## config.mk

```make
export PLATFORM = sky130hd
export DESIGN_NAME = sshc_steer_hold
export DESIGN_NICKNAME = d
export VERILOG_FILES = /design/src/sshc_ms_timer.v /design/src/sshc_steer_hold.v
export VERILOG_INCLUDE_DIRS = /design/src
export SDC_FILE = /design/constraint.sdc
export NUM_CORES = 2
export LEC_CHECK = 0
export ABC_AREA = 1
export BUFFER_PORTS_ARGS = -buffer_cell sky130_fd_sc_hd__clkbuf_2
export CORE_AREA = 2 2 391 296
export CTS_CLUSTER_SIZE = 40
export DETAILED_ROUTE_END_ITERATION = 7
export DIE_AREA = 0 0 393 298
export GPL_TIMING_DRIVEN = 0
export PLACE_DENSITY_LB_ADDON = 0.1
export SKIP_LAST_GASP = 1
export SYNTH_ARGS = -nofsm -noshare
export SYNTH_HDL_FRONTEND = slang
export SYNTH_SLANG_ARGS = --single-unit
```

## constraint.sdc

```tcl
create_clock -name clk_sys -period 56.9 [get_ports clk_sys]
set_input_delay 5.69 -clock clk_sys [delete_from_list [all_inputs] [get_ports clk_sys]]
set_output_delay 5.69 -clock clk_sys [all_outputs]
set_load 0.01 [all_outputs]
```

## src/sshc_defs.vh

```
// Constants for the steering spool hold control block
`ifndef SSHC_DEFS_VH
`define SSHC_DEFS_VH
// Clock rate and the millisecond tick derived from it
`define SSHC_CLK_HZ 25000000
`define SSHC_MS_NS 1000000
`define SSHC_CLK_NS 40
`define SSHC_MS_CYCLES (`SSHC_MS_NS / `SSHC_CLK_NS)
// Register byte offsets
`define SSHC_A_CTRL 8'h00
`define SSHC_A_HOLD 8'h04
`define SSHC_A_OFFDLY 8'h08
`define SSHC_A_DB 8'h0C
`define SSHC_A_RLIM 8'h10
`define SSHC_A_LLIM 8'h14
`define SSHC_A_SAT 8'h18
`define SSHC_A_CP0 8'h20
`define SSHC_A_CP4 8'h30
`define SSHC_A_STAT 8'h40
`define SSHC_A_POS 8'h44
// Reset values
`define SSHC_HOLD_RST 15'h2710
`define SSHC_OFF_RST 15'h7530
`define SSHC_DB_RST 8'h00
`define SSHC_RLIM_RST 12'sh3E8
`define SSHC_LLIM_RST 12'shC18
`define SSHC_SAT_RST 12'sh3E8
`define SSHC_CP_RST 8'h00
`define SSHC_PROG_RST 3'h0
// Value ranges and codes
`define SSHC_TMO_MIN 15'h0001
`define SSHC_TMO_MAX 15'h7530
`define SSHC_SHORT_LIM 15'h0015
`define SSHC_DB_MAX 8'hFA
`define SSHC_SAT_MIN 12'sh0FB
`define SSHC_POS_MAX 12'sh3E8
`define SSHC_POS_MIN 12'shC18
`define SSHC_PROG_MAX 3'h4
`define SSHC_CP_CLOSED 8'hFF
`define SSHC_VALVE_DB 12'sh064
// Status register bit positions
`define SSHC_ST_BRIDGE 0
`define SSHC_ST_CLOSED 1
`define SSHC_ST_TRACK 2
`define SSHC_ST_HELD 3
`define SSHC_ST_HOLDEXP 4
`define SSHC_ST_OFFEXP 5
`endif

```

## src/sshc_ms_timer.v

```verilog
// Millisecond timer that runs while enabled and flags when its limit is reached
module sshc_ms_timer #(
    parameter W = 15
) (
    input wire clk_sys,
    input wire sys_rst,
    input wire tick,
    input wire run,
    input wire [W-1:0] limit,
    output reg expired_q
);
    reg [W-1:0] cnt_q;

    // Count ticks while running; any stop clears both count and flag
    always @(posedge clk_sys or posedge sys_rst) begin
        if (sys_rst) begin
            cnt_q <= {W{1'b0}};
            expired_q <= 1'b0;
        end else if (!run) begin
            cnt_q <= {W{1'b0}};
            expired_q <= 1'b0;
        end else begin
            if (tick && (cnt_q < limit))
                cnt_q <= cnt_q + 1'b1;
            expired_q <= (cnt_q >= limit);
        end
    end
endmodule

```

## src/sshc_steer_hold.v

```verilog
// Steering spool hold control: spool jump/hold, bridge off-delay, set point, tracking
// Function
// - Hold timeout below 21 ms: spool neutral at once when flow request is zero.
// - Short mode: spool jumps neutral to dead-band side; device dead band unused.
// - Timeout 21..30000 ms bounds dead-band hold time at zero flow request.
// - Hold mode: flow request left or right puts spool on that dead-band side.
// - Hold mode: input inside device dead band moves spool proportionally, within timeout.
// - Zero request for full timeout: spool neutral, dead-band movement ignored.
// - After timeout neutral, a new request jumps straight to its position.
// - Hold timeout defaults to 10000 ms, accepts 1 to 30000 ms.
// - Bridge disabled after off-delay of zero request, enabled otherwise.
// - Off-delay defaults to 30000, range 1..30000; 30000 keeps bridge always on.
// - Bridge re-enabled as soon as a non-zero flow request arrives.
// - Closed-loop start: port flow held zero until deviation reaches or crosses zero.
// - Closed-loop position control selected when program's principle value equals 255.
// - Program digit 0..4 picks one of five programs, used for all its values; here the programs differ only in their principle value.
// - Dead band around input middle gives no steering for small deviations.
// - Right and left limits bound set point; swapping signs reverses direction.
// - Input beyond saturation threshold drives set point to its maximum or minimum.
// - Device dead band ranges 0..250 (0..25.0 percent), default 0.
//
// Chosen here: the register addresses and the APB slave port.
`include "sshc_defs.vh"
module sshc_steer_hold #(
    parameter MS_CYCLES = `SSHC_MS_CYCLES,
    parameter signed [11:0] VALVE_DB = `SSHC_VALVE_DB
) (
    input wire clk_sys,
    input wire sys_rst,
    input wire psel,
    input wire penable,
    input wire pwrite,
    input wire [7:0] paddr,
    input wire [31:0] pwdata,
    output reg [31:0] prdata,
    output reg pready,
    output reg pslverr,
    input wire signed [11:0] flow_request,
    input wire signed [11:0] steer_input,
    input wire signed [11:0] actuator_pos,
    output reg signed [11:0] spool_pos,
    output reg bridge_en,
    output reg signed [11:0] set_point,
    output reg signed [11:0] port_flow_cmd,
    output reg closed_loop,
    output reg tracking
);
    localparam [31:0] MS_SPAN = MS_CYCLES - 1;
    localparam [14:0] MS_LAST = MS_SPAN[14:0]; // Tick divider fits the 15-bit counter

    // Clamp a signed value into [lo, hi]
    function signed [11:0] clamp12;
        input signed [12:0] x;
        input signed [11:0] lo;
        input signed [11:0] hi;
        begin
            if (x < lo)
                clamp12 = lo;
            else if (x > hi)
                clamp12 = hi;
            else
                clamp12 = x[11:0];
        end
    endfunction

    // Clamp a timeout write into its legal millisecond range
    function [14:0] clamp_tmo;
        input [31:0] x;
        begin
            if (x < `SSHC_TMO_MIN)
                clamp_tmo = `SSHC_TMO_MIN;
            else if (x > `SSHC_TMO_MAX)
                clamp_tmo = `SSHC_TMO_MAX;
            else
                clamp_tmo = x[14:0];
        end
    endfunction

    // One side of the set-point curve; mag is the input magnitude, never negative except for the most negative input
    function signed [11:0] curve;
        input signed [11:0] mag;
        input [7:0] db;
        input signed [11:0] sat;
        input signed [11:0] lim;
        reg signed [24:0] num;
        reg signed [12:0] den;
        reg signed [24:0] q;
        begin
            num = lim * (mag - $signed({5'h00, db}));
            den = sat - $signed({5'h00, db});
            q = num / den;
            if (mag <= $signed({5'h00, db}))
                curve = 12'sh000;
            else if (mag >= sat)
                curve = lim;
            else
                curve = q[11:0];
        end
    endfunction

    // Configuration registers
    reg [2:0] prog_q;
    reg [14:0] hold_tmo_q;
    reg [14:0] off_dly_q;
    reg [7:0] db_q;
    reg signed [11:0] rlim_q;
    reg signed [11:0] llim_q;
    reg signed [11:0] sat_q;
    reg [7:0] cp_q [0:4];

    // Internal state
    reg [14:0] ms_cnt_q;
    reg ms_tick_q;
    reg held_q;
    reg dir_right_q;
    reg err_neg_q;
    reg signed [11:0] req_cl_q;
    wire hold_exp;
    wire off_exp;
    wire apb_acc = psel && penable && !pready;
    wire apb_done = psel && penable && pready;
    integer i;

    // Flow request seen by the spool: device input in open loop, controller output closed
    wire signed [11:0] req_raw = closed_loop ? req_cl_q : flow_request;
    wire signed [11:0] req = clamp12({req_raw[11], req_raw}, `SSHC_POS_MIN, `SSHC_POS_MAX);
    wire req_zero = (req == 12'sh000);
    wire short_mode = (hold_tmo_q < `SSHC_SHORT_LIM);
    wire cl_sel = (cp_q[prog_q] == `SSHC_CP_CLOSED);
    wire signed [11:0] db_s = $signed({4'h0, db_q});
    wire signed [11:0] steer_neg = -steer_input;
    wire signed [12:0] track_err = set_point - actuator_pos;

    // Millisecond tick shared by both timers
    always @(posedge clk_sys or posedge sys_rst) begin
        if (sys_rst) begin
            ms_cnt_q <= 15'h0000;
            ms_tick_q <= 1'b0;
        end else if (ms_cnt_q == MS_LAST) begin
            ms_cnt_q <= 15'h0000;
            ms_tick_q <= 1'b1;
        end else begin
            ms_cnt_q <= ms_cnt_q + 15'h0001;
            ms_tick_q <= 1'b0;
        end
    end

    // Hold timer runs only while the request is zero; a request restarts it
    sshc_ms_timer #(.W(15)) u_hold_tmr (
        .clk_sys(clk_sys),
        .sys_rst(sys_rst),
        .tick(ms_tick_q),
        .run(req_zero),
        .limit(hold_tmo_q),
        .expired_q(hold_exp)
    );

    // Bridge off-delay timer, same restart behaviour
    sshc_ms_timer #(.W(15)) u_off_tmr (
        .clk_sys(clk_sys),
        .sys_rst(sys_rst),
        .tick(ms_tick_q),
        .run(req_zero),
        .limit(off_dly_q),
        .expired_q(off_exp)
    );

    // Spool position: jump, dead-band hold with proportional trim, or neutral
    always @(posedge clk_sys or posedge sys_rst) begin
        if (sys_rst) begin
            spool_pos <= 12'sh000;
            held_q <= 1'b0;
            dir_right_q <= 1'b1;
        end else if (!req_zero) begin
            // A new request always lands on its side directly
            held_q <= !short_mode;
            dir_right_q <= !req[11];
            if (req[11])
                spool_pos <= req - VALVE_DB;
            else
                spool_pos <= req + VALVE_DB;
        end else if (short_mode) begin
            spool_pos <= 12'sh000;
            held_q <= 1'b0;
        end else if (held_q && !hold_exp) begin
            // Trim follows the input only while it stays inside the dead band
            if (steer_input <= db_s && steer_input >= -db_s)
                spool_pos <= (dir_right_q ? VALVE_DB : -VALVE_DB) + steer_input;
            else
                spool_pos <= dir_right_q ? VALVE_DB : -VALVE_DB;
        end else begin
            spool_pos <= 12'sh000;
            held_q <= 1'b0;
        end
    end

    // Bridge enable; the maximum delay means the off function is disabled
    always @(posedge clk_sys or posedge sys_rst) begin
        if (sys_rst)
            bridge_en <= 1'b1;
        else if (off_dly_q == `SSHC_TMO_MAX)
            bridge_en <= 1'b1;
        else if (!req_zero)
            bridge_en <= 1'b1;
        else
            bridge_en <= !off_exp;
    end

    // Set point from the input angle: dead band, limits, saturation
    always @(posedge clk_sys or posedge sys_rst) begin
        if (sys_rst)
            set_point <= 12'sh000;
        else if (steer_input[11])
            set_point <= curve(steer_neg, db_q, sat_q, llim_q);
        else
            set_point <= curve(steer_input, db_q, sat_q, rlim_q);
    end

    // Closed-loop entry and tracking; flow stays zero until deviation hits or crosses zero
    always @(posedge clk_sys or posedge sys_rst) begin
        if (sys_rst) begin
            closed_loop <= 1'b0;
            tracking <= 1'b0;
            err_neg_q <= 1'b0;
            req_cl_q <= 12'sh000;
            port_flow_cmd <= 12'sh000;
        end else begin
            closed_loop <= cl_sel;
            err_neg_q <= track_err[12];
            if (cl_sel && !closed_loop)
                tracking <= 1'b1;
            else if (!cl_sel)
                tracking <= 1'b0;
            else if (track_err == 13'sh0000 || track_err[12] != err_neg_q)
                tracking <= 1'b0;
            if (!cl_sel || tracking || (cl_sel && !closed_loop)) begin
                req_cl_q <= 12'sh000;
                port_flow_cmd <= 12'sh000;
            end else begin
                req_cl_q <= clamp12(track_err, `SSHC_POS_MIN, `SSHC_POS_MAX);
                port_flow_cmd <= clamp12(track_err, `SSHC_POS_MIN, `SSHC_POS_MAX);
            end
        end
    end

    // APB write side; out-of-range values are clamped rather than refused, but CTRL, the CP entries, the limit registers and SAT see only their low pwdata bits
    always @(posedge clk_sys or posedge sys_rst) begin
        if (sys_rst) begin
            prog_q <= `SSHC_PROG_RST;
            hold_tmo_q <= `SSHC_HOLD_RST;
            off_dly_q <= `SSHC_OFF_RST;
            db_q <= `SSHC_DB_RST;
            rlim_q <= `SSHC_RLIM_RST;
            llim_q <= `SSHC_LLIM_RST;
            sat_q <= `SSHC_SAT_RST;
            for (i = 0; i < 5; i = i + 1)
                cp_q[i] <= `SSHC_CP_RST;
        end else if (apb_done && pwrite) begin
            case (paddr)
                `SSHC_A_CTRL: begin
                    if (pwdata[2:0] > `SSHC_PROG_MAX)
                        prog_q <= `SSHC_PROG_MAX;
                    else
                        prog_q <= pwdata[2:0];
                end
                `SSHC_A_HOLD: hold_tmo_q <= clamp_tmo(pwdata);
                `SSHC_A_OFFDLY: off_dly_q <= clamp_tmo(pwdata);
                `SSHC_A_DB: begin
                    if (pwdata > {24'h000000, `SSHC_DB_MAX})
                        db_q <= `SSHC_DB_MAX;
                    else
                        db_q <= pwdata[7:0];
                end
                `SSHC_A_RLIM: rlim_q <= clamp12(pwdata[12:0], `SSHC_POS_MIN, `SSHC_POS_MAX);
                `SSHC_A_LLIM: llim_q <= clamp12(pwdata[12:0], `SSHC_POS_MIN, `SSHC_POS_MAX);
                `SSHC_A_SAT: sat_q <= clamp12(pwdata[12:0], `SSHC_SAT_MIN, `SSHC_POS_MAX);
                default: begin
                    if (paddr >= `SSHC_A_CP0 && paddr <= `SSHC_A_CP4 && paddr[1:0] == 2'h0)
                        cp_q[paddr[4:2]] <= pwdata[7:0];
                end
            endcase
        end
    end

    // Read data and error for the current address
    reg [31:0] rd_d;
    reg err_d;
    always @* begin
        rd_d = 32'h00000000;
        err_d = 1'b0;
        case (paddr)
            `SSHC_A_CTRL: rd_d = {29'h00000000, prog_q};
            `SSHC_A_HOLD: rd_d = {17'h00000, hold_tmo_q};
            `SSHC_A_OFFDLY: rd_d = {17'h00000, off_dly_q};
            `SSHC_A_DB: rd_d = {24'h000000, db_q};
            `SSHC_A_RLIM: rd_d = {{20{rlim_q[11]}}, rlim_q};
            `SSHC_A_LLIM: rd_d = {{20{llim_q[11]}}, llim_q};
            `SSHC_A_SAT: rd_d = {{20{sat_q[11]}}, sat_q};
            `SSHC_A_STAT: begin
                rd_d[`SSHC_ST_BRIDGE] = bridge_en;
                rd_d[`SSHC_ST_CLOSED] = closed_loop;
                rd_d[`SSHC_ST_TRACK] = tracking;
                rd_d[`SSHC_ST_HELD] = held_q;
                rd_d[`SSHC_ST_HOLDEXP] = hold_exp;
                rd_d[`SSHC_ST_OFFEXP] = off_exp;
            end
            `SSHC_A_POS: rd_d = {set_point, 8'h00, spool_pos};
            default: begin
                if (paddr >= `SSHC_A_CP0 && paddr <= `SSHC_A_CP4 && paddr[1:0] == 2'h0)
                    rd_d = {24'h000000, cp_q[paddr[4:2]]};
                else
                    err_d = 1'b1;
            end
        endcase
    end

    // One wait state: pready rises in the second access cycle, all answers registered
    always @(posedge clk_sys or posedge sys_rst) begin
        if (sys_rst) begin
            pready <= 1'b0;
            pslverr <= 1'b0;
            prdata <= 32'h00000000;
        end else begin
            pready <= apb_acc;
            pslverr <= apb_acc && err_d;
            prdata <= (apb_acc && !pwrite) ? rd_d : 32'h00000000;
        end
    end
endmodule

```

==> results of run 1 <==
==> kinds of logic after synthesis <==
logic type / count (synthesis) / synth area share
compound gates: 1643 / 0.159
xor+xnor: 486 / 0.0691
fa+ha+maj: 1184 / 0.275
simple gates: 3877 / 0.271
flops: 237 / 0.0965
other cells: 1 / 0.0000606
mux: 11 / 0.00186
buf+inv: 1890 / 0.127
==> timing repair <==
action	CTS
gates resized for setup	1037
buffers inserted	1271
endpoints found under the setup margin	12
pin swaps	641
cloned	4
==> per-stage QoR <==
| step | cells | utilization | worst slack (ns) |
|---|---|---|---|
| after global placement | 11185 | 0.583 | -15.35 |
| after detailed placement | 11195 | 0.586 | -16.28 |
| after floorplan | 9510 | - | -4.23 |
| after CTS | 12502 | 0.717 | -5.22 |
==> per-layer routing <==
metal,GRT overflow,global-route usage
met5,0,0.354
met1,7,0.703
met2,53,0.747
met4,37,0.403
met3,6,0.484
==> metrics, run 1 <==
Last stage 5_1_grt; Ports 154; Seq/Total Area, Yosys 0.0965; ys flop type dfrtp_1; chip height 298 um; Cell Rows 107; initial antenna violation count 48; clk sinks 237; H-tree levels 1; area post-placement 66,300 um2; Total GRT Usage 0.619; tool error [ERROR GRT-0232] Routing congestion too high. Check the congestion heatmap in the GUI.; ys async rst share 1.00; worst ep type register input; number of synthesized flops with an enable pin 0; GRT worst endpoint set_point[10]$_DFF_PP0_/D; Mean Syn Cell Area 6.63 um2; GR Overflow Total 103; synth warn 0; clock buffer depth 3; Die Wd 393 um; PortBufs 149; top post-synthesis cells by area ha_1 (18%), nand2_1 (13%), inv_1 (9.8%), fa_1 (9.6%), dfrtp_1 (8.4%); initial core utilization 0.547; Final HPWL DP 159,000 um; CTS root buf clkbuf_16; gpl congestion 1.04; gate count of the mapped netlist 9,329; top cells by count, synth nand2_1 (2,149), inv_1 (1,609), ha_1 (888); count leader, synth nand2_1; post-synth top area share 0.180; synth unique cells 99; largest net degree at the start of global routing 127; Mapped Area 61,900 um2; cts bufs inserted 22; hold_buf cts 0; status stopped before the end; Synth Register Bits 237; cell taking the most area after synthesis ha_1
==> run 2, diff against run 1 <==
CORE_AREA = 2 2 397 399   (was 2 2 391 296)
CTS_CLUSTER_SIZE = unset   (was 40)
DIE_AREA = 0 0 399 401   (was 0 0 393 298)
PLACE_DENSITY_LB_ADDON = 0.15   (was 0.1)
clock period = 74 ns   (was 56.9 ns; I/O delays follow)
==> metrics, run 2 <==
crit share post-route 0.930; # setup viols final 0; Setup CP Type primary input to flop; Die Wd 399 um; Arr. time, crit path 69.25 ns; initial core utilization 0.397; gate count of the mapped netlist 9,329; Reg with most FFs cp_q; Hold WC Path Type flop to flop; Area Growth Syn to Fin 13.3%; 1st-iter DRT viols 3,843; initial antenna violation count 4; Slowest cell on crit path fa_1; max FFs per register 40; commonest cells after routing, fill and taps aside nand2_1 (2,113), inv_1 (1,582), ha_1 (859); synth unique cells 99; crit path max fanout 10; max-slew violations 0; clock buffer depth 3; gpl congestion 0.964; Final HPWL DP 160,000 um; wire per inst 16.2 um; first-pass GRT wire length 306,000 um; Slew Limit Headroom 0.128; vias in the first global route 57,478; Worst-Skew Late Latency 0.58 ns; chip height 401 um; CTS root buf clkbuf_16; Synth Register Bits 237; Worst R2R End set_point[7]; Worst Hold Depth 1; Nets 11,116; PortBufs 149; max frequency 14.5 MHz; worst r2r path cells 450; Worst Clk Skew 0.0284 ns; Min-Delay Endpoint ms_cnt_q[4]; Mean Syn Cell Area 6.63 um2; H-tree levels 1; Min Clock Period, post-route 68.82 ns; drc violations 0; Max-cap violations 0; number of synthesized flops with an enable pin 0; top cells by count, synth nand2_1 (2,149), inv_1 (1,609), ha_1 (888); first-pass detailed-route iteration total 6; Crit. End Element flop; Mapped Area 61,900 um2; post-synth top area share 0.180; commonest non-fill, non-tap cell in the layout nand2_1; worst r2r src db_q[1]; Worst path most repeated cell nand2_1; ys flop type dfrtp_1; status finished clean; Core Region 156,000 um2; FF/Latch Area 5970 um2; Reg2Reg Setup Slack 11.61 ns; Largest regs cp_q (40), prdata (28); cts bufs inserted 25; via count 60,724; GR Overflow Total 0; Ports 154; count leader, synth nand2_1; CP Launch Point steer_input[0]; CTS tree done; area of the multi-input gates 50,500 um2; worst-margin pin slew 1.31 ns; share of cells above drive strength 1 0.138; clock slew at reported path FFs 0.06 ns; count of final hold-check violations 0; Avg Vias per Cell 5.09; largest net degree at the start of global routing 104; fillers 16,187; synth warn 0; sum of negative setup slack 0 ns; hold_buf cts 0; cell taking the most area after synthesis ha_1; Cell Rows 145; top post-synthesis cells by area ha_1 (18%), nand2_1 (13%), inv_1 (9.8%), fa_1 (9.6%), dfrtp_1 (8.4%); slowest stage delay, CP 0.56 ns; total length of routed wires 193,000 um; clk sinks 237; Startpoint Class primary input; Hold Crit Start ms_cnt_q[4]; ys async rst share 1.00; Die Area 160,000 um2; Total GRT Usage 0.235; critical path data required time 74.43 ns; antenna-violating nets left 0; Seq/Total Area, Yosys 0.0965
==> run 2: cell counts after synthesis <==
No cell type changed its count.
==> run 2: cell type report <==
| class | instances | share of cell area |
|---|---|---|
| Multi-Input combinational cell | 7385 | 0.721 |
| Clock buffer | 27 | 0.00917 |
| Tap cell | 2058 | 0.0367 |
| Clock inverter | 18 | 0.00336 |
| Buffer | 170 | 0.0199 |
| Timing Repair Buffer | 314 | 0.0313 |
| Sequential cell | 237 | 0.0851 |
| Antenna cell | 2 | 0.0000714 |
| Inverter | 1718 | 0.0938 |
==> run 2: critical path, delay by kind of cell <==
kind | cells | cell delay [ns]
compound gates | 147 | 20.54
xor+xnor | 5 | 1.06
fa+ha+maj | 34 | 10.84
buf+inv | 121 | 9.91
simple gates | 181 | 19.38
==> run 2: logic make-up after synthesis <==
logic type / share of synthesized area
AOI/OAI and AO/OA: 0.159
xor gates and xnor gates: 0.0691
adders and majority gates: 0.275
buffers and inverters: 0.127
DFF: 0.0965
muxes: 0.00186
other: 0.0000606
and+or+nand+nor: 0.271
==> run 2: timing repair <==
action,in CTS,in global routing
setup endpoints to repair,12,12
endpoints found under the hold margin,0,0
gates resized for setup,67,437
pin swaps,7,142
cloned,0,3
setup buffers,13,139
==> run 2: worst max path at each step <==
| stage | endpoint | cells after the start |
|---|---|---|
| 6_report | set_point[10] | 488 |
| 5_1_grt | set_point[10] | 495 |
| 4_1_cts | set_point[10] | 494 |
| 3_5_place_dp | set_point[10] | 447 |
| 3_3_place_gp | set_point[10] | 449 |
| 2_1_floorplan | set_point[10] | 488 |
==> run 2: per-layer routing <==
layer,wire [um],GRT usage,part of all wire
met5,27,0,0.00014
met4,4690,0.0464,0.024
met3,7920,0.0219,0.041
met2,91500,0.404,0.47
met1,89000,0.318,0.46
==> run 2: metrics by stage <==
| stage | hold WS [ns] | cells | util | setup slack, ns | area (um2) |
|---|---|---|---|---|---|
| 2_1_floorplan | 0.442 | 9510 | - | 8.02 | 62500 |
| 3_3_place_gp | 0.457 | 11717 | 0.423 | -3.19 | 65900 |
| 3_5_place_dp | 0.458 | 11729 | 0.425 | -3.66 | 66200 |
| 4_1_cts | 0.471 | 11786 | 0.433 | 0.0345 | 67400 |
| 5_1_grt | 0.482 | 11928 | 0.450 | -0.466 | 70100 |
| 6_report | 0.462 | 11929 | 0.450 | 5.18 | 70100 |
Power of run 2 is not shown: default switching activity piles up to over one toggle a cycle in this logic, so the estimate is an artifact.
